**config.mk**
```make
export PLATFORM = sky130hd
export DESIGN_NAME = nmed_top
export DESIGN_NICKNAME = d
export VERILOG_FILES = /design/src/rtl/nmed_pkg.sv /design/src/rtl/nmed_map.sv /design/src/rtl/nmed_top.sv
export SDC_FILE = /design/constraint.sdc
export NUM_CORES = 1
export LEC_CHECK = 0
export ABC_AREA = 0
export BUFFER_PORTS_ARGS = -buffer_cell sky130_fd_sc_hd__buf_2
export CAP_MARGIN = 20
export CORE_UTILIZATION = 47
export CTS_BUF_LIST = sky130_fd_sc_hd__clkbuf_4 sky130_fd_sc_hd__clkbuf_8 sky130_fd_sc_hd__clkbuf_16
export DETAILED_ROUTE_END_ITERATION = 16
export PLACE_DENSITY = 0.68
export SLEW_MARGIN = 10
export SYNTH_ARGS = -nofsm -noshare
export SYNTH_HDL_FRONTEND = slang
export SYNTH_SLANG_ARGS = --single-unit
```
**constraint.sdc**
```tcl
create_clock -name mclk -period 3.5 [get_ports mclk]
set_input_delay 0.35 -clock mclk [delete_from_list [all_inputs] [get_ports mclk]]
set_output_delay 0.35 -clock mclk [all_outputs]
set_load 0.05 [all_outputs]
```
**src/rtl/nmed_pkg.sv**
```systemverilog
/*
  constants and types for the no-op and move elimination stage.
  assumes a decoder that hands over one instruction per cycle with its bytes,
  length and register fields already extracted.
*/
package nmed_pkg;
  // widths
  localparam int ARCH_W   = 5;            // architectural register index width
  localparam int PHYS_W   = 7;            // physical register index width
  localparam int NARCH    = 32;           // architectural registers tracked
  localparam int LEN_W    = 4;            // instruction length field
  localparam int ELIM_W   = 3;            // elimination credit counter width
  localparam logic [ELIM_W-1:0] ELIM_SLOTS = 3'h4;  // tracking entries
  // opcode bytes
  localparam logic [7:0] OP_REGISTER_EXCHANGE_OP_ACC = 8'h90;  // one-byte exchange with accumulator
  localparam logic [7:0] OP_OPSIZE   = 8'h66;  // operand size prefix
  localparam logic [7:0] OP_LEA      = 8'h8D;  // load effective address
  localparam logic [7:0] OP_ESC      = 8'h0F;  // two-byte escape
  localparam logic [7:0] OP_NOPM     = 8'h1F;  // memory-operand no-op
  // mod field values
  localparam logic [1:0] MOD_D8  = 2'h1;   // 8-bit displacement
  localparam logic [1:0] MOD_D32 = 2'h2;   // 32-bit displacement
  localparam logic [2:0] RM_SIB  = 3'h4;   // sib follows
  // move classes from the decoder
  typedef enum logic [3:0] {
    NMED_MV_NONE   = 4'h0,
    NMED_MV_R8     = 4'h1,
    NMED_MV_R16    = 4'h2,
    NMED_MV_R32    = 4'h3,
    NMED_MV_R64    = 4'h4,
    NMED_MV_VPS    = 4'h5,  // packed single, aligned or unaligned
    NMED_MV_VPD    = 4'h6,  // packed double
    NMED_MV_VINT   = 4'h7,  // packed integer
    NMED_MV_ZX32   = 4'h8,
    NMED_MV_ZX64   = 4'h9,
    NMED_MV_SX     = 4'hA
  } nmed_mv_t;
  // vector data domain
  typedef enum logic [1:0] {
    NMED_DOM_INT = 2'h0,
    NMED_DOM_FP  = 2'h1
  } nmed_dom_t;
  localparam logic [1:0] BYPASS_CYC = 2'h1;   // domain crossing penalty
  // output stage state
  typedef enum logic [1:0] {
    NMED_ST_IDLE = 2'b00,
    NMED_ST_PASS = 2'b01,
    NMED_ST_HOLD = 2'b11
  } nmed_st_t;
endpackage : nmed_pkg

```
**src/rtl/nmed_map.sv**
```systemverilog
`timescale 1ns/100ps
/*
  rename map: architectural to physical register table with registered read.
  assumes one write and two reads per cycle on mclk.
*/
module nmed_map (
  input  wire logic                        mclk,
  input  wire logic                        rst,
  input  wire logic [nmed_pkg::ARCH_W-1:0] rd_a_idx,
  input  wire logic [nmed_pkg::ARCH_W-1:0] rd_b_idx,
  output logic      [nmed_pkg::PHYS_W-1:0] rd_a_q,
  output logic      [nmed_pkg::PHYS_W-1:0] rd_b_q,
  input  wire logic                        wr_en,
  input  wire logic [nmed_pkg::ARCH_W-1:0] wr_idx,
  input  wire logic [nmed_pkg::PHYS_W-1:0] wr_phys
);
  import nmed_pkg::*;
  logic [PHYS_W-1:0] tab_q [NARCH];  // mapping table

  // table write, reset maps each register to itself
  always_ff @(posedge mclk) begin
    for (int i = 0; i < NARCH; i++) begin
      if (rst) begin
        tab_q[i] <= PHYS_W'(i);
      end else if (wr_en && wr_idx == ARCH_W'(i)) begin
        tab_q[i] <= wr_phys;
      end
    end
  end

  // registered reads
  always_ff @(posedge mclk) begin
    if (rst) begin
      rd_a_q <= '0;
      rd_b_q <= '0;
    end else begin
      rd_a_q <= tab_q[rd_a_idx];
      rd_b_q <= tab_q[rd_b_idx];
    end
  end
endmodule : nmed_map

```
**src/rtl/nmed_top.sv**
```systemverilog
`timescale 1ns/100ps
/*
  padding no-op recognition and move elimination between decode and the
  reservation station. assumes the decoder presents one instruction a cycle
  with valid/ready, raw leading bytes, length, register fields and move class;
  the scheduler frees elimination entries with a one-cycle pulse.
*/
// Summary of operation
// (RULE_01) decode one to nine byte padding forms
// (RULE_02) eight or thirty-two bit displacement both qualify
// (RULE_03) padding changes nothing except instruction pointer
// (RULE_04) one-byte form drops accumulator dependence
// (RULE_05) multi-byte padding keeps real register dependencies
// (RULE_06) every padding form still issues a micro-op
// (RULE_07) qualifying moves complete in front end
// (RULE_08) full width general and vector moves eligible
// (RULE_09) zero-extend eligible only from low-byte source
// (RULE_10) narrow, sign-extend, high-byte moves execute normally
// (RULE_11) finite tracking entries limit elimination rate
// (RULE_12) integer/float vector domain crossing adds delay
// (RULE_13) aligned single and double moves behave alike
// (RULE_14) eliminated move remaps destination, issues nothing
module nmed_top (
  input  wire logic                        mclk,
  input  wire logic                        rst,
  input  wire logic                        dec_valid,      // instruction offered
  output logic                             dec_ready,      // stage accepts
  input  wire logic [7:0]                  dec_b0,         // leading bytes
  input  wire logic [7:0]                  dec_b1,
  input  wire logic [7:0]                  dec_b2,
  input  wire logic [7:0]                  dec_b3,
  input  wire logic [nmed_pkg::LEN_W-1:0]  dec_len,        // length in bytes
  input  wire logic [31:0]                 dec_ip,         // instruction pointer
  input  wire nmed_pkg::nmed_mv_t          dec_mv,         // move class
  input  wire logic                        dec_src_hi,     // source is high byte register
  input  wire logic                        dec_is_vec,     // vector operation
  input  wire nmed_pkg::nmed_dom_t         dec_dom,        // vector data domain
  input  wire logic [nmed_pkg::ARCH_W-1:0] dec_src,
  input  wire logic [nmed_pkg::ARCH_W-1:0] dec_dst,
  input  wire logic                        elim_free,      // one entry released
  input  wire logic                        rs_ready,       // station accepts
  output logic                             rs_valid_q,     // micro-op to station
  output logic [nmed_pkg::PHYS_W-1:0]      rs_src_phys_q,
  output logic                             rs_src_dep_q,   // wait on source
  output logic [nmed_pkg::ARCH_W-1:0]      rs_dst_q,
  output logic                             rs_is_nop_q,    // no architectural effect
  output logic [1:0]                       rs_bypass_q,    // extra cycles
  output logic [31:0]                      next_ip_q,      // pointer after instruction
  output logic                             elim_done_q,    // move retired in front end
  output logic [nmed_pkg::ARCH_W-1:0]      elim_dst_q,
  output logic [nmed_pkg::PHYS_W-1:0]      elim_phys_q
);
  import nmed_pkg::*;

  // length of a memory operand padding form from modrm
  function automatic logic [LEN_W-1:0] mem_len(input logic [7:0] modrm, input logic [LEN_W-1:0] base);
    logic [LEN_W-1:0] l;
    l = base + ((modrm[7:6] == MOD_D32) ? LEN_W'(4) : LEN_W'(1));
    if (modrm[2:0] == RM_SIB) begin
      l = l + LEN_W'(1);
    end
    return l;
  endfunction : mem_len

  // true when modrm has a displacement of either size
  function automatic logic has_disp(input logic [7:0] modrm);
    return (modrm[7:6] == MOD_D8) || (modrm[7:6] == MOD_D32);
  endfunction : has_disp

  // pipeline holding registers
  nmed_st_t          st_q, st_d;             // output stage state
  logic [ELIM_W-1:0] credit_q, credit_d;     // free tracking entries
  nmed_dom_t         dom_q [NARCH];          // last vector producing domain per register
  logic              hold_nop1_q;            // captured flags for map read cycle
  logic              hold_pad_q;
  logic              hold_elim_q;
  logic [1:0]        hold_byp_q;
  logic [ARCH_W-1:0] hold_dst_q;
  logic [31:0]       hold_nip_q;
  logic [PHYS_W-1:0] hold_src_q;             // source physical kept while output stalls
  logic [PHYS_W-1:0] map_src;                // map read data
  logic [PHYS_W-1:0] map_dst;

  // padding recognition
  wire nop1     = dec_b0 == OP_REGISTER_EXCHANGE_OP_ACC && dec_len == LEN_W'(1);                   // [RULE_01] [RULE_04]
  wire nop2     = dec_b0 == OP_OPSIZE && dec_b1 == OP_REGISTER_EXCHANGE_OP_ACC && dec_len == LEN_W'(2);  // [RULE_01]
  wire lea_pad  = dec_b0 == OP_LEA && has_disp(dec_b1) && dec_b1[5:3] == dec_b1[2:0]
                  && dec_b1[2:0] != RM_SIB && dec_len == mem_len(dec_b1, LEN_W'(2)); // [RULE_02]
  wire mem_pad  = dec_b0 == OP_ESC && dec_b1 == OP_NOPM && has_disp(dec_b2)
                  && dec_len == mem_len(dec_b2, LEN_W'(3));                           // [RULE_02]
  wire mem_pad16 = dec_b0 == OP_OPSIZE && dec_b1 == OP_ESC && dec_b2 == OP_NOPM
                  && has_disp(dec_b3) && dec_len == mem_len(dec_b3, LEN_W'(4));       // [RULE_01]
  wire is_pad   = nop1 | nop2 | lea_pad | mem_pad | mem_pad16;

  // move eligibility
  wire mv_full  = dec_mv inside {NMED_MV_R32, NMED_MV_R64, NMED_MV_VPS, NMED_MV_VPD, NMED_MV_VINT};  // [RULE_08] [RULE_13]
  wire mv_zx    = (dec_mv inside {NMED_MV_ZX32, NMED_MV_ZX64}) && !dec_src_hi;      // [RULE_09]
  wire mv_elig  = !is_pad && (mv_full || mv_zx);                                    // [RULE_10]
  wire do_elim  = mv_elig && credit_q != '0;                                        // [RULE_11]

  // domain crossing penalty for vector consumers
  wire [1:0] byp = (dec_is_vec && !do_elim && dom_q[dec_src] != dec_dom) ? BYPASS_CYC : 2'h0;  // [RULE_12]

  wire take     = dec_valid && dec_ready;
  wire out_free = !rs_valid_q || rs_ready;
  // result leaves from pass or from hold once the station slot is free
  wire emit     = (st_q == NMED_ST_PASS || st_q == NMED_ST_HOLD) && out_free;
  // map read port follows the decoder, so a stalled result uses the kept copy
  wire [PHYS_W-1:0] src_pick = (st_q == NMED_ST_HOLD) ? hold_src_q : map_src;

  // stage is ready when nothing waits in the map read cycle and output drains
  always_comb begin
    st_d = st_q;
    unique case (st_q)
      NMED_ST_IDLE: if (take) st_d = NMED_ST_PASS;
      NMED_ST_PASS: if (!take) st_d = out_free ? NMED_ST_IDLE : NMED_ST_HOLD;
      NMED_ST_HOLD: if (out_free) st_d = NMED_ST_IDLE;
      default:      st_d = NMED_ST_IDLE;
    endcase
  end

  // tracking entry credits, release and claim in the same cycle both apply
  always_comb begin
    credit_d = credit_q;
    if (take && do_elim) credit_d = credit_d - ELIM_W'(1);                           // [RULE_11]
    if (elim_free && credit_d != ELIM_SLOTS) credit_d = credit_d + ELIM_W'(1);
  end

  // rename map, eliminated move points destination at source physical
  nmed_map u_map (
    .mclk     (mclk),
    .rst      (rst),
    .rd_a_idx (dec_src),
    .rd_b_idx (dec_dst),
    .rd_a_q   (map_src),
    .rd_b_q   (map_dst),
    .wr_en    (elim_done_q),
    .wr_idx   (elim_dst_q),
    .wr_phys  (elim_phys_q)                                                        // [RULE_14]
  );

  // state and credits
  always_ff @(posedge mclk) begin
    if (rst) begin
      st_q     <= NMED_ST_IDLE;
      credit_q <= ELIM_SLOTS;
    end else begin
      st_q     <= st_d;
      credit_q <= credit_d;
    end
  end

  // domain of the last vector writer per register; padding leaves it untouched
  always_ff @(posedge mclk) begin
    for (int i = 0; i < NARCH; i++) begin
      if (rst) begin
        dom_q[i] <= NMED_DOM_INT;
      end else if (take && dec_is_vec && !is_pad && dec_dst == ARCH_W'(i)) begin     // [RULE_03]
        dom_q[i] <= dec_dom;
      end
    end
  end

  // capture decode facts while the map read is in flight
  always_ff @(posedge mclk) begin
    if (rst) begin
      hold_nop1_q <= 1'b0;
      hold_pad_q  <= 1'b0;
      hold_elim_q <= 1'b0;
      hold_byp_q  <= 2'h0;
      hold_dst_q  <= '0;
      hold_nip_q  <= 32'h0;
    end else if (take) begin
      hold_nop1_q <= nop1;
      hold_pad_q  <= is_pad;
      hold_elim_q <= do_elim;
      hold_byp_q  <= byp;
      hold_dst_q  <= dec_dst;
      hold_nip_q  <= dec_ip + 32'(dec_len);                                          // [RULE_03]
    end
  end

  // keep the source mapping once the map read has landed
  always_ff @(posedge mclk) begin
    if (rst) begin
      hold_src_q <= '0;
    end else if (st_q == NMED_ST_PASS) begin
      hold_src_q <= map_src;
    end
  end

  // one instruction in flight; ready waits a full idle cycle so a map
  // write from an eliminated move lands before the next read
  always_ff @(posedge mclk) begin
    if (rst) begin
      dec_ready <= 1'b0;
    end else begin
      dec_ready <= (st_d == NMED_ST_IDLE) && (st_q == NMED_ST_IDLE) && !take;
    end
  end

  // output to the station and the elimination report
  always_ff @(posedge mclk) begin
    if (rst) begin
      rs_valid_q    <= 1'b0;
      rs_src_phys_q <= '0;
      rs_src_dep_q  <= 1'b0;
      rs_dst_q      <= '0;
      rs_is_nop_q   <= 1'b0;
      rs_bypass_q   <= 2'h0;
      next_ip_q     <= 32'h0;
      elim_done_q   <= 1'b0;
      elim_dst_q    <= '0;
      elim_phys_q   <= '0;
    end else begin
      elim_done_q <= 1'b0;
      if (rs_valid_q && rs_ready) begin
        rs_valid_q <= 1'b0;
      end
      if (emit) begin
        next_ip_q <= hold_nip_q;                                                     // [RULE_03]
        if (hold_elim_q) begin
          elim_done_q <= 1'b1;                                                       // [RULE_07] [RULE_14]
          elim_dst_q  <= hold_dst_q;
          elim_phys_q <= src_pick;
        end else begin
          rs_valid_q    <= 1'b1;                                                     // [RULE_06]
          rs_src_phys_q <= src_pick;
          rs_src_dep_q  <= !hold_nop1_q;                                             // [RULE_04] [RULE_05]
          rs_dst_q      <= hold_dst_q;
          rs_is_nop_q   <= hold_pad_q;                                               // [RULE_03]
          rs_bypass_q   <= hold_byp_q;                                               // [RULE_12]
        end
      end
    end
  end

  wire unused_dst = ^map_dst;  // second read port kept for destination lookups
endmodule : nmed_top

```
==> results of run 1 <==
## where the power goes
part,internal [mW],total [mW],switching (mW)
clock network,3.06,5.01,1.95
logic,0.369,0.923,0.553
registers,5.32,5.38,0.0622
total,8.74,11.3,2.57
## stage by stage
| stage | hold slack [ns] | total power [mW] | std cells |
|---|---|---|---|
| 2_1_floorplan | 0.414 | 6.07 | 1588 |
| 3_3_place_gp | 0.420 | 6.37 | 2204 |
| 3_5_place_dp | 0.428 | 6.40 | 2205 |
| 4_1_cts | 0.0285 | 11.4 | 2288 |
| 5_1_grt | 0.0478 | 11.7 | 2288 |
| 6_report | 0.0555 | 11.3 | 2288 |
## cells in the mapped netlist, types with 23 or more instances
cell	number
nor3_1	57
xnor2_1	24
mux2i_1	23
a211oi_1	35
mux4_2	90
and2_1	148
edfxtp_1	288
clkbuf_1	88
inv_1	32
nand3_1	33
nand2_1	146
a21oi_1	71
nor2_1	114
o21ai_0	77
or3_1	85
dfxtp_1	122
## cell type report
class,count,share of cell area
well taps,525,0.0297
inverters,32,0.00542
clock inverters,21,0.0113
clock buffers,62,0.0604
multi-input cells,1031,0.336
flip-flops and latches,410,0.501
repair buffers,207,0.0565
## flip-flops by register name, indices dropped and copies added (netlist names), 3 cells and up
register       flops
u_map.tab_q      224
dom_q             64
hold_nip_q        32
next_ip_q         32
elim_phys_q        7
hold_src_q         7
rs_src_phys_q      7
u_map.rd_a_q       7
elim_dst_q         5
hold_dst_q         5
rs_dst_q           5
credit_q           3
## logic make-up (layout without fill, tap and decap cells)
| family | after synthesis | after routing |
|---|---|---|
| compound gates | 201 | 201 |
| xor+xnor | 40 | 40 |
| fa+ha+maj | 19 | 19 |
| buf+inv | 147 | 322 |
| flops | 410 | 410 |
| mux | 114 | 114 |
| other cells | 1 | 1 |
| simple gates | 656 | 656 |
## layer usage
metal	GRT usage	vias to the layer above	part of all wire
li1	-	6082	-
met4	0.0669	2	0.024
met3	0.0630	75	0.084
met2	0.384	490	0.49
met5	0	-	0.00017
met1	0.285	6342	0.41
## worst max-delay path by stage
stage,endpoint,depth (start not counted)
4_1_cts,credit_q[0],11
3_3_place_gp,credit_q[0],16
6_report,credit_q[0],11
5_1_grt,credit_q[1],17
2_1_floorplan,credit_q[0],15
3_5_place_dp,credit_q[0],16
## critical path: stages (launching register included)
cell and delay, ns:
dfxtp_1 0.39, inv_1 0.11, ha_1 0.21, ha_1 0.19, or3_1 0.49, nor2_2 0.19
mux2_4 0.34, ha_1 0.21, nor2b_1 0.14, or4_1 0.42, a21oi_2 0.16, a2111oi_2 0.06
==> metrics.md, run 1 <==
| Metric | Value |
|---|---|
| RSZ-0062 raised after global routing | `false` |
| Most common cell after layout, fill and taps aside | `edfxtp_1` |
| Compound-gate portion of the synthesized area | `0.0606` |
| Final setup fails | `0` |
| Critical Path AT | `3.49 ns` |
| Htree depth | `2` |
| Adder-cell area share of the yosys netlist | `0.0128` |
| Fin worst setup slack | `0.448 ns` |
| Die area | `41500 um^2` |
| Die Height | `204 um` |
| Reg2Reg Depth | `11` |
| Initial Util | `0.479` |
| CTS tree | `done` |
| Syn nets | `1698` |
| Reg2reg setup slack | `0.45 ns` |
| Maximum VDD drop | `0.000357 V` |
| Cell Area, Placed | `20600 um^2` |
| Multi-input gate area | `7440 um^2` |
| Final Cycle Share | `0.872` |
| TritonRoute pass-1 iters | `5` |
| Number of distinct library cells after synthesis | `58` |
| Drt via density | `5.68` |
| # hold bufs at CTS | `0` |
| Hpwl dp | `32100 um` |
| Post-synth ARST share | `0` |
| Post-synth top area cell | `edfxtp_1` |
| Final Core Density | `0.555` |
| Post-synthesis mux area share | `0.119` |
| Crit Path Class | `reg2reg` |
| Pwr/cell area | `510 nW/um^2` |
| Num CTS Buffers | `45` |
| Post-synthesis register bit count | `410` |
| IO Count | `154` |
| Top post-synthesis cells by area | `edfxtp_1 (45%), dfxtp_1 (13%), mux4_2 (11%)` |
| Core Box Area | `39900 um^2` |
| Root Driver | `clkbuf_16` |
| First-pass GRT wire length | `72700 um` |
| Register area share after synthesis | `0.579` |
| Hold Path Origin | `rs_ready` |
| Synth Instances | `1588` |
| Starting DRC count in detailed routing | `973` |
| Gr ovfl total | `0` |
| Commonest non-fill, non-tap cells in the layout | `edfxtp_1 (288), and2_1 (147), buf_2 (147)` |
| Share of layout cells above drive strength 1 | `0.221` |
| Hold WC Path Type | `in2reg` |
| Port bufs | `149` |
| Synth top area share | `0.452` |
| Endpoint class of the critical path | `register` |
| Min Tclk post-route | `3.05 ns` |
| Number of max-cap violations | `0` |
| Worst-path clk slew | `0.06 ns` |
| FF/Latch Area | `11100 um^2` |
| Max clock buf depth | `3` |
| Antenna viol nets, final | `0` |
| Xor/xnor share of the synthesized area | `0.0183` |
| Setup TNS | `0 ns` |
| GP Congestion | `0.848` |
| Site Rows | `73` |
| CP startpoint | `credit_q[0]` |
| Status | `finished, final reports clean` |
| Largest family of logic cells by synthesized area | `simple AND/OR/NAND/NOR gates` |
| Syn. warnings | `0` |
| Number of synthesized flops with an enable pin | `288` |
| Design area | `22200 um^2` |
| Largest net degree at the start of global routing | `105` |
| CP max FO | `6` |
| Leakage | `7.66 nW` |
| Initial antenna violation count | `1` |
| Ant diodes | `0` |
| Die width | `204 um` |
| PostCTS Resize Cnt | `0` |
| Synth Area in Simple Gates | `0.178` |
| Routed WL | `46500 um` |
| Area growth syn-to-layout | `15.8%` |
| Synth Cell Area | `19100 um^2` |
| Num Clock Sinks | `410` |
| # nets final | `1837` |
| Max Fclk | `0.328 GHz` |
| Most used DFF post-synth | `edfxtp_1` |
| Mean Syn Cell Area | `12.1 um^2` |
| Worst EP required | `3.94 ns` |
| Critical path launch point type | `register` |
| Place WS | `-0.00211 ns` |
| Reg-to-reg startpoint | `credit_q[0]` |
| Reg-to-Reg End | `credit_q[0]` |
| Hold Fails Final Rpt | `0` |
| Pins Over Slew Limit | `0` |
| Post-route DRC | `0` |
| Hold depth | `3` |
| Post-CTS Setup Inserts | `0` |
| Wire length per cell | `20.3 um` |
| GRT Util Overall | `0.228` |
| Worst slew pin tran | `1.07 ns` |
| Fill cell count | `3276` |
| Layout Skew | `0.0129 ns` |
| Relative slew slack | `0.284` |
| Vias in the first global route | `13100` |
| Later-pin clock latency in the skew report | `0.57 ns` |
| DR vias | `13000` |
| Hold EP | `st_q[1]` |
Note: power is estimated with default switching activity, not from simulation.
==> run 2, diff against run 1 <==
--- a/config.mk
+++ b/config.mk
@@ -8,10 +8,12 @@
 export ABC_AREA = 0
 export BUFFER_PORTS_ARGS = -buffer_cell sky130_fd_sc_hd__buf_2
 export CAP_MARGIN = 20
+export CORE_MARGIN = 3
 export CORE_UTILIZATION = 47
 export CTS_BUF_LIST = sky130_fd_sc_hd__clkbuf_4 sky130_fd_sc_hd__clkbuf_8 sky130_fd_sc_hd__clkbuf_16
 export DETAILED_ROUTE_END_ITERATION = 16
 export PLACE_DENSITY = 0.68
+export RECOVER_POWER = 50
 export SLEW_MARGIN = 10
 export SYNTH_ARGS = -nofsm -noshare
 export SYNTH_HDL_FRONTEND = slang
==> run 2 against run 1 <==
Net effect:
- the flow now finishes with violations (max-capacitance violations, max-slew violations)
- clock skew grew 0.0091 ns
- via count is 0.34% higher
- clock power down 3%
- maximum frequency grew 1.8%
- critical path type unchanged
- largest power group unchanged
==> metrics.md, run 2 (synthesis gave the netlist of run 1 again) <==
| Metric | Value |
|---|---|
| Failing checks | `max-capacitance violations, max-slew violations` |
| Worst slew pin tran | `1.60 ns (+0.531 ns)` |
| Initial antenna violation count | `0 (-1)` |
| Min Tclk post-route | `3.00 ns (-0.0544 ns)` |
| GRT Util Overall | `0.212 (-0.0159)` |
| CP Cell Sequence | `inv_1 -> ha_1 -> ha_1 -> or3_1 -> nor2_2 -> mux2_4 -> ha_1 -> nor2b_1 -> or4_1 -> a21oi_2 -> a2111oi_2` |
| Tot Pwr | `11.2 mW (-1.4%)` |
| Hold WC Path Type | `in2reg` |
| Metal3 WL | `3980 um (+2.4%)` |
| Worst EP required | `3.95 ns (about the same)` |
| Status | `complete, but fails checks` |
| Initial Util | `0.478 (-0.00109)` |
| Fill cell count | `3444 (+5.1%)` |
| Pwr/cell area | `507 nW/um^2 (-0.67%)` |
| Gr ovfl total | `0 (unchanged)` |
| Core Box Area | `40000 um^2 (+0.23%)` |
| Critical path launch point type | `register` |
| Later-pin clock latency in the skew report | `0.56 ns (about the same)` |
| Setup TNS | `0 ns (unchanged)` |
| Layout Skew | `0.0220 ns (+0.00906 ns)` |
| Max reg flops | `224 (unchanged)` |
| Hpwl dp | `32700 um (+1.7%)` |
| DR vias | `13000 (+0.34%)` |
| Wire length on met2 | `22500 um (-0.55%)` |
| Site Rows | `73 (unchanged)` |
| GP Congestion | `0.843 (-0.62%)` |
| Critical Path AT | `3.44 ns (-0.05 ns)` |
| Top Registers | `u_map.tab_q (224), dom_q (64)` |
| Ant diodes | `0 (unchanged)` |
| Worst path slowest cell | `or3_1` |
| Num CTS Buffers | `43 (-4.4%)` |
| Multi-input gate area | `7440 um^2 (about the same)` |
| Number of max-cap violations | `3 (+3)` |
| Share of layout cells above drive strength 1 | `0.177 (-0.0443)` |
| Most common cell after layout, fill and taps aside | `edfxtp_1` |
| PostCTS Resize Cnt | `0 (unchanged)` |
| M1 WL | `18300 um (-2.6%)` |
| Worst-path clk slew | `0.06 ns (about the same)` |
| Commonest non-fill, non-tap cells in the layout | `edfxtp_1 (288), nand2_1 (146), dfxtp_1 (122)` |
| IO Count | `154 (unchanged)` |
| Reg-to-reg startpoint | `credit_q[0]` |
| Final setup fails | `0 (unchanged)` |
| Largest net degree at the start of global routing | `110 (+4.8%)` |
| Relative slew slack | `-0.0695 (-0.354)` |
| FF/Latch Area | `11100 um^2 (about the same)` |
| Top sig layer | `met4` |
| Num Clock Sinks | `410 (unchanged)` |
| Starting DRC count in detailed routing | `979 (+0.62%)` |
| Routed WL | `45900 um (-1.1%)` |
| Final Cycle Share | `0.856 (-0.0156)` |
| Die width | `208 um (+2.0%)` |
| Max Fclk | `0.334 GHz (+1.8%)` |
| # placed instances | `2208 (+0.14%)` |
| Endpoint class of the critical path | `register` |
| # nets final | `1840 (+0.16%)` |
| Hold Fails Final Rpt | `0 (unchanged)` |
| Post-Layout Cell Count | `2289 (+0.044%)` |
| Wire length per cell | `20.1 um (-1.2%)` |
| Vias in the first global route | `13100 (+0.26%)` |
| Htree depth | `2 (unchanged)` |
| CP max stage delay | `0.49 ns (about the same)` |
| Max clock buf depth | `3 (unchanged)` |
| Die area | `43200 um^2 (+4.0%)` |
| First-pass GRT wire length | `73400 um (+0.85%)` |
| Crit Path Class | `reg2reg` |
| Area growth syn-to-layout | `14.9%` |
| TritonRoute pass-1 iters | `8 (+3)` |
| CP max FO | `6 (unchanged)` |
| Largest Register | `u_map.tab_q` |
| Most frequent CP cell | `ha_1` |
| Die Height | `208 um (+2.0%)` |
| Port bufs | `149 (unchanged)` |
| Root Driver | `clkbuf_16` |
| Leakage | `7.28 nW (-4.9%)` |
| Post-route DRC | `0 (unchanged)` |
| RSZ-0062 raised after global routing | `false` |
| Maximum VDD drop | `0.000370 V (+3.5%)` |
| CP startpoint | `credit_q[0]` |
| Drt via density | `5.69 (+0.29%)` |
| Antenna viol nets, final | `0 (unchanged)` |
| # hold bufs at CTS | `0 (unchanged)` |
| Pins Over Slew Limit | `94 (+94)` |
| Post-CTS Setup Inserts | `0 (unchanged)` |
| Hold Path Origin | `rst` |
| CTS tree | `done` |
## run 2: worst max-delay path, delay by kind of cell (launching register included)
kind / cells / cell delay (ns)
AOI/OAI and AO/OA: 2 / 0.21
adders and majority gates: 3 / 0.61
buffers and inverters: 1 / 0.11
DFF: 1 / 0.40
muxes: 1 / 0.32
and+or+nand+nor: 4 / 1.25
## run 2: cell type report
class                      instances  area share
clock buffer                      53      0.0537
clock inverter                    26      0.0149
inverter                          32     0.00546
multi-input combinational       1031       0.338
sequential                       410       0.504
tap                              525      0.0299
timing repair buffer             212      0.0536
## run 2: report_power, final
group	internal (mW)	leakage (nW)	total, mW	switching [mW]
Sequential	5.32	3.68	5.38	0.0619
Clock	2.93	0.741	4.85	1.92
Combinational	0.373	2.86	0.926	0.553
## run 2: per-stage QoR
step	hold slack (ns)	utilization	cell area, um^2	setup WS (ns)
2_1_floorplan	0.414	-	19100	0.166
3_3_place_gp	0.424	0.515	20600	0.0619
3_5_place_dp	0.432	0.515	20600	0.0152
4_1_cts	0.0276	0.553	22100	0.493
5_1_grt	0.0495	0.550	22000	0.381
6_report	0.0505	0.550	22000	0.503
## run 2: routing by layer
metal	up-vias	global-route usage
li1	6106	-
met1	6377	0.277
met2	482	0.356
met3	70	0.0491
met4	0	0.0618
met5	-	0
## run 2: path summary, 6_finish.rpt
kind,endpoint,slack [ns],cells after the start
setup / recovery,credit_q[0],0.50,11
hold / removal,credit_q[0],0.05,2
setup reg to reg,credit_q[0],0.50,11
hold reg to reg,rs_src_dep_q,0.44,1
==> run 3, diff against run 2 <==
--- a/config.mk
+++ b/config.mk
@@ -13,8 +13,7 @@
 export CTS_BUF_LIST = sky130_fd_sc_hd__clkbuf_4 sky130_fd_sc_hd__clkbuf_8 sky130_fd_sc_hd__clkbuf_16
 export DETAILED_ROUTE_END_ITERATION = 16
 export PLACE_DENSITY = 0.68
-export RECOVER_POWER = 50
-export SLEW_MARGIN = 10
+export SLEW_MARGIN = 40
 export SYNTH_ARGS = -nofsm -noshare
 export SYNTH_HDL_FRONTEND = slang
 export SYNTH_SLANG_ARGS = --single-unit
==> constraint.sdc (replaced) <==
create_clock -name mclk -period 2.5 [get_ports mclk]
set_input_delay 0.25 -clock mclk [delete_from_list [all_inputs] [get_ports mclk]]
set_output_delay 0.25 -clock mclk [all_outputs]
set_load 0.05 [all_outputs]
==> run 3 against run 2 <==
Net effect:
- the flow finishes with violations (negative setup slack)
- global-route usage increased by 1.1 points
- critical path depth is 4 higher
- sequential share of layout area decreased by 2.4 points
- first-iteration DRC count increased by 7.2%
- clock-buffer cell count increased by 5
- largest cell class unchanged
==> metrics.md, run 3 (synthesis gave the netlist of run 1 again) <==
| Metric | Value |
|---|---|
| Status | `complete, but fails checks` |
| Failing checks | `negative setup slack` |
| Wire length per cell | `20.4 um (+1.8%)` |
| Layout Skew | `0.0216 ns (-0.000339 ns)` |
| CP max stage delay | `0.54 ns (+0.05 ns)` |
| Post-route DRC | `0 (unchanged)` |
| GP Congestion | `0.888 (+5.4%)` |
| Initial antenna violation count | `1 (+1)` |
| Fin Hold WS | `0.0293 ns (-0.0212 ns)` |
| Relative slew slack | `0.467 (+0.537)` |
| Worst-path clk slew | `0.07 ns (about the same)` |
| Max reg flops | `224 (unchanged)` |
| # nets final | `1929 (+4.8%)` |
| Worst path slowest cell | `or4_4` |
| Htree depth | `2 (unchanged)` |
| Num Clock Sinks | `410 (unchanged)` |
| Most frequent CP cell | `ha_4` |
| CTS tree | `done` |
| DR vias | `13500 (+3.6%)` |
| Design area | `23100 um^2 (+5.0%)` |
| Psw | `3.66 mW (+45%)` |
| CP Cell Sequence | `buf_2 -> ha_4 -> inv_4 -> ha_4 -> xor2_1 -> nand3_1 -> nor4_4 -> or4_4 -> nor2_4 -> mux2_4 -> ha_4 -> nor2b_4 -> or4_4 -> a21oi_4 -> a2111oi_2` |
| Crit Path Class | `in2reg` |
| Routed WL | `48600 um (+5.8%)` |
| Max Fclk | `0.388 GHz` |
| Hold Fails Final Rpt | `0 (unchanged)` |
| Clock network fraction of total power | `0.428 (-0.007)` |
| Critical path launch point type | `input port` |
| Maximum VDD drop | `0.000506 V (+37%)` |
| Critical Path AT | `3.01 ns (-0.43 ns)` |
| Final Cycle Share | `1.03` |
| Site Rows | `73 (unchanged)` |
| Gr ovfl total | `0 (unchanged)` |
| Min Tclk post-route | `2.58 ns` |
| Tot Pwr | `15.8 mW (+42%)` |
| Root Driver | `clkbuf_16` |
| Number of max-cap violations | `0 (-3)` |
| CP startpoint | `dec_b1[7]` |
| IO Count | `154 (unchanged)` |
| TritonRoute pass-1 iters | `5 (-3)` |
| Vias in the first global route | `13700 (+4.3%)` |
| Reg-to-reg startpoint | `credit_q[0]` |
| Net Sw Frac | `0.231 (+0.00400)` |
| Num CTS Buffers | `44 (+2.3%)` |
| Antenna viol nets, final | `0 (unchanged)` |
| Initial Util | `0.478 (unchanged)` |
| Fin worst setup slack | `-0.0787 ns (-0.582 ns)` |
| Sequential power share | `0.475 (-0.007)` |
| Endpoint class of the critical path | `register` |
| Hold WC Path Type | `in2reg` |
| Largest net degree at the start of global routing | `73 (-34%)` |
| Share of layout cells above drive strength 1 | `0.263 (+0.0865)` |
| Die Height | `208 um (unchanged)` |
| Hpwl dp | `34200 um (+4.6%)` |
| Max clock buf depth | `3 (unchanged)` |
| Gate power share | `0.097 (+0.014)` |
| CP max FO | `2 (-4)` |
| Pins Over Slew Limit | `0 (-100%)` |
| Most common cell after layout, fill and taps aside | `edfxtp_1` |
| Die area | `43200 um^2 (unchanged)` |
| Port bufs | `149 (unchanged)` |
| First-pass GRT wire length | `76400 um (+4.2%)` |
| Top Registers | `u_map.tab_q (224), dom_q (64)` |
| Hold Path Origin | `dec_ip[26]` |
| Commonest non-fill, non-tap cells in the layout | `edfxtp_1 (288), and2_1 (146), nand2_1 (145)` |
| Drt via density | `5.68 (-0.31%)` |
| Leakage | `8.10 nW (+11%)` |
| Starting DRC count in detailed routing | `1049 (+7.2%)` |
| GRT Util Overall | `0.223 (+0.0111)` |
| Core Box Area | `40000 um^2 (unchanged)` |
| Final setup fails | `1 (+1)` |
| Worst slew pin tran | `0.798 ns (-0.807 ns)` |
| Later-pin clock latency in the skew report | `0.58 ns (+0.02 ns)` |
| RSZ-0062 raised after global routing | `true` |
| Worst EP required | `2.94 ns (-1.01 ns)` |
| Cell-internal power | `12.2 mW (+41%)` |
| Largest Register | `u_map.tab_q` |
| Cell Area, Placed | `21300 um^2 (+3.3%)` |
| Area growth syn-to-layout | `20.7%` |
| Die width | `208 um (unchanged)` |
| Pwr/cell area | `686 nW/um^2 (+35%)` |
-- run 3: changes by cell type in the layout (fill, tap and decap cells not counted), moves of 5 or more --
cell / change
and2_0: -44
and2_1: +43
buf_2: +51
buf_4: +93
buf_6: +5
clkbuf_1: -72
dlygate4sd3_1: +15
ha_1: -10
ha_4: +7
inv_1: -5
-- run 3: repair_timing --
item	CTS	global route
pin swaps	10	8
resized for setup	14	16
endpoints found under the setup margin	3	5
endpoints found under the hold margin	15	0
buffers inserted	0	1
hold buffers	15	0
-- run 3: critical path: cells and delay by family --
kind / cells / cell delay, ns
mux: 1 / 0.33
simple gates: 6 / 1.37
fa+ha+maj: 3 / 0.53
xor+xnor: 1 / 0.16
buf+inv: 2 / 0.18
compound gates: 2 / 0.19
-- run 3: power groups by stage --
stage	clock, mW	sequential, mW	combinational [mW]
3_5_place_dp	0	7.67	1.45
6_report	6.78	7.53	1.53
3_3_place_gp	0	7.66	1.42
5_1_grt	7.15	7.55	1.66
2_1_floorplan	0	7.70	0.837
4_1_cts	6.90	7.53	1.51
-- run 3: final cells by class --
cell class,instances,area (um^2)
fillers,3229,16900
flip-flops and latches,410,11100
multi-input cells,1031,7640
repair buffers,300,2040
clock buffers,58,1280
well taps,525,657
clock inverters,22,243
inverters,32,135
diodes,1,2.50
-- run 3: layer usage --
metal	vias up	part of all wire	GRT usage	wire [um]
met5	-	0	0	0
met1	6584	0.40	0.293	19600
met2	567	0.48	0.367	23300
met4	0	0.025	0.0621	1220
met3	83	0.093	0.0609	4520
li1	6272	-	-	-
-- run 3: path summary, 6_finish.rpt --
| path | end | slack (ns) | depth (start not counted) |
|---|---|---|---|
| worst min-delay path | hold_nip_q[26] | 0.03 | 3 |
| worst max-delay path | credit_q[0] | -0.08 | 15 |
| worst min register to register | rs_src_dep_q | 0.44 | 1 |
| worst max register to register | credit_q[0] | -0.04 | 11 |
-- run 3: per-stage QoR --
step	setup slack (ns)	instances	TNS (ns)	utilization
floorplan	-0.584	1588	-5.41	-
global placement	-0.767	2282	-28.27	0.532
detailed placement	-0.842	2282	-39.72	0.532
CTS	-0.0579	2377	-0.0579	0.575
global route	-0.149	2379	-0.275	0.577
finish	-0.0787	2379	-0.0787	0.577
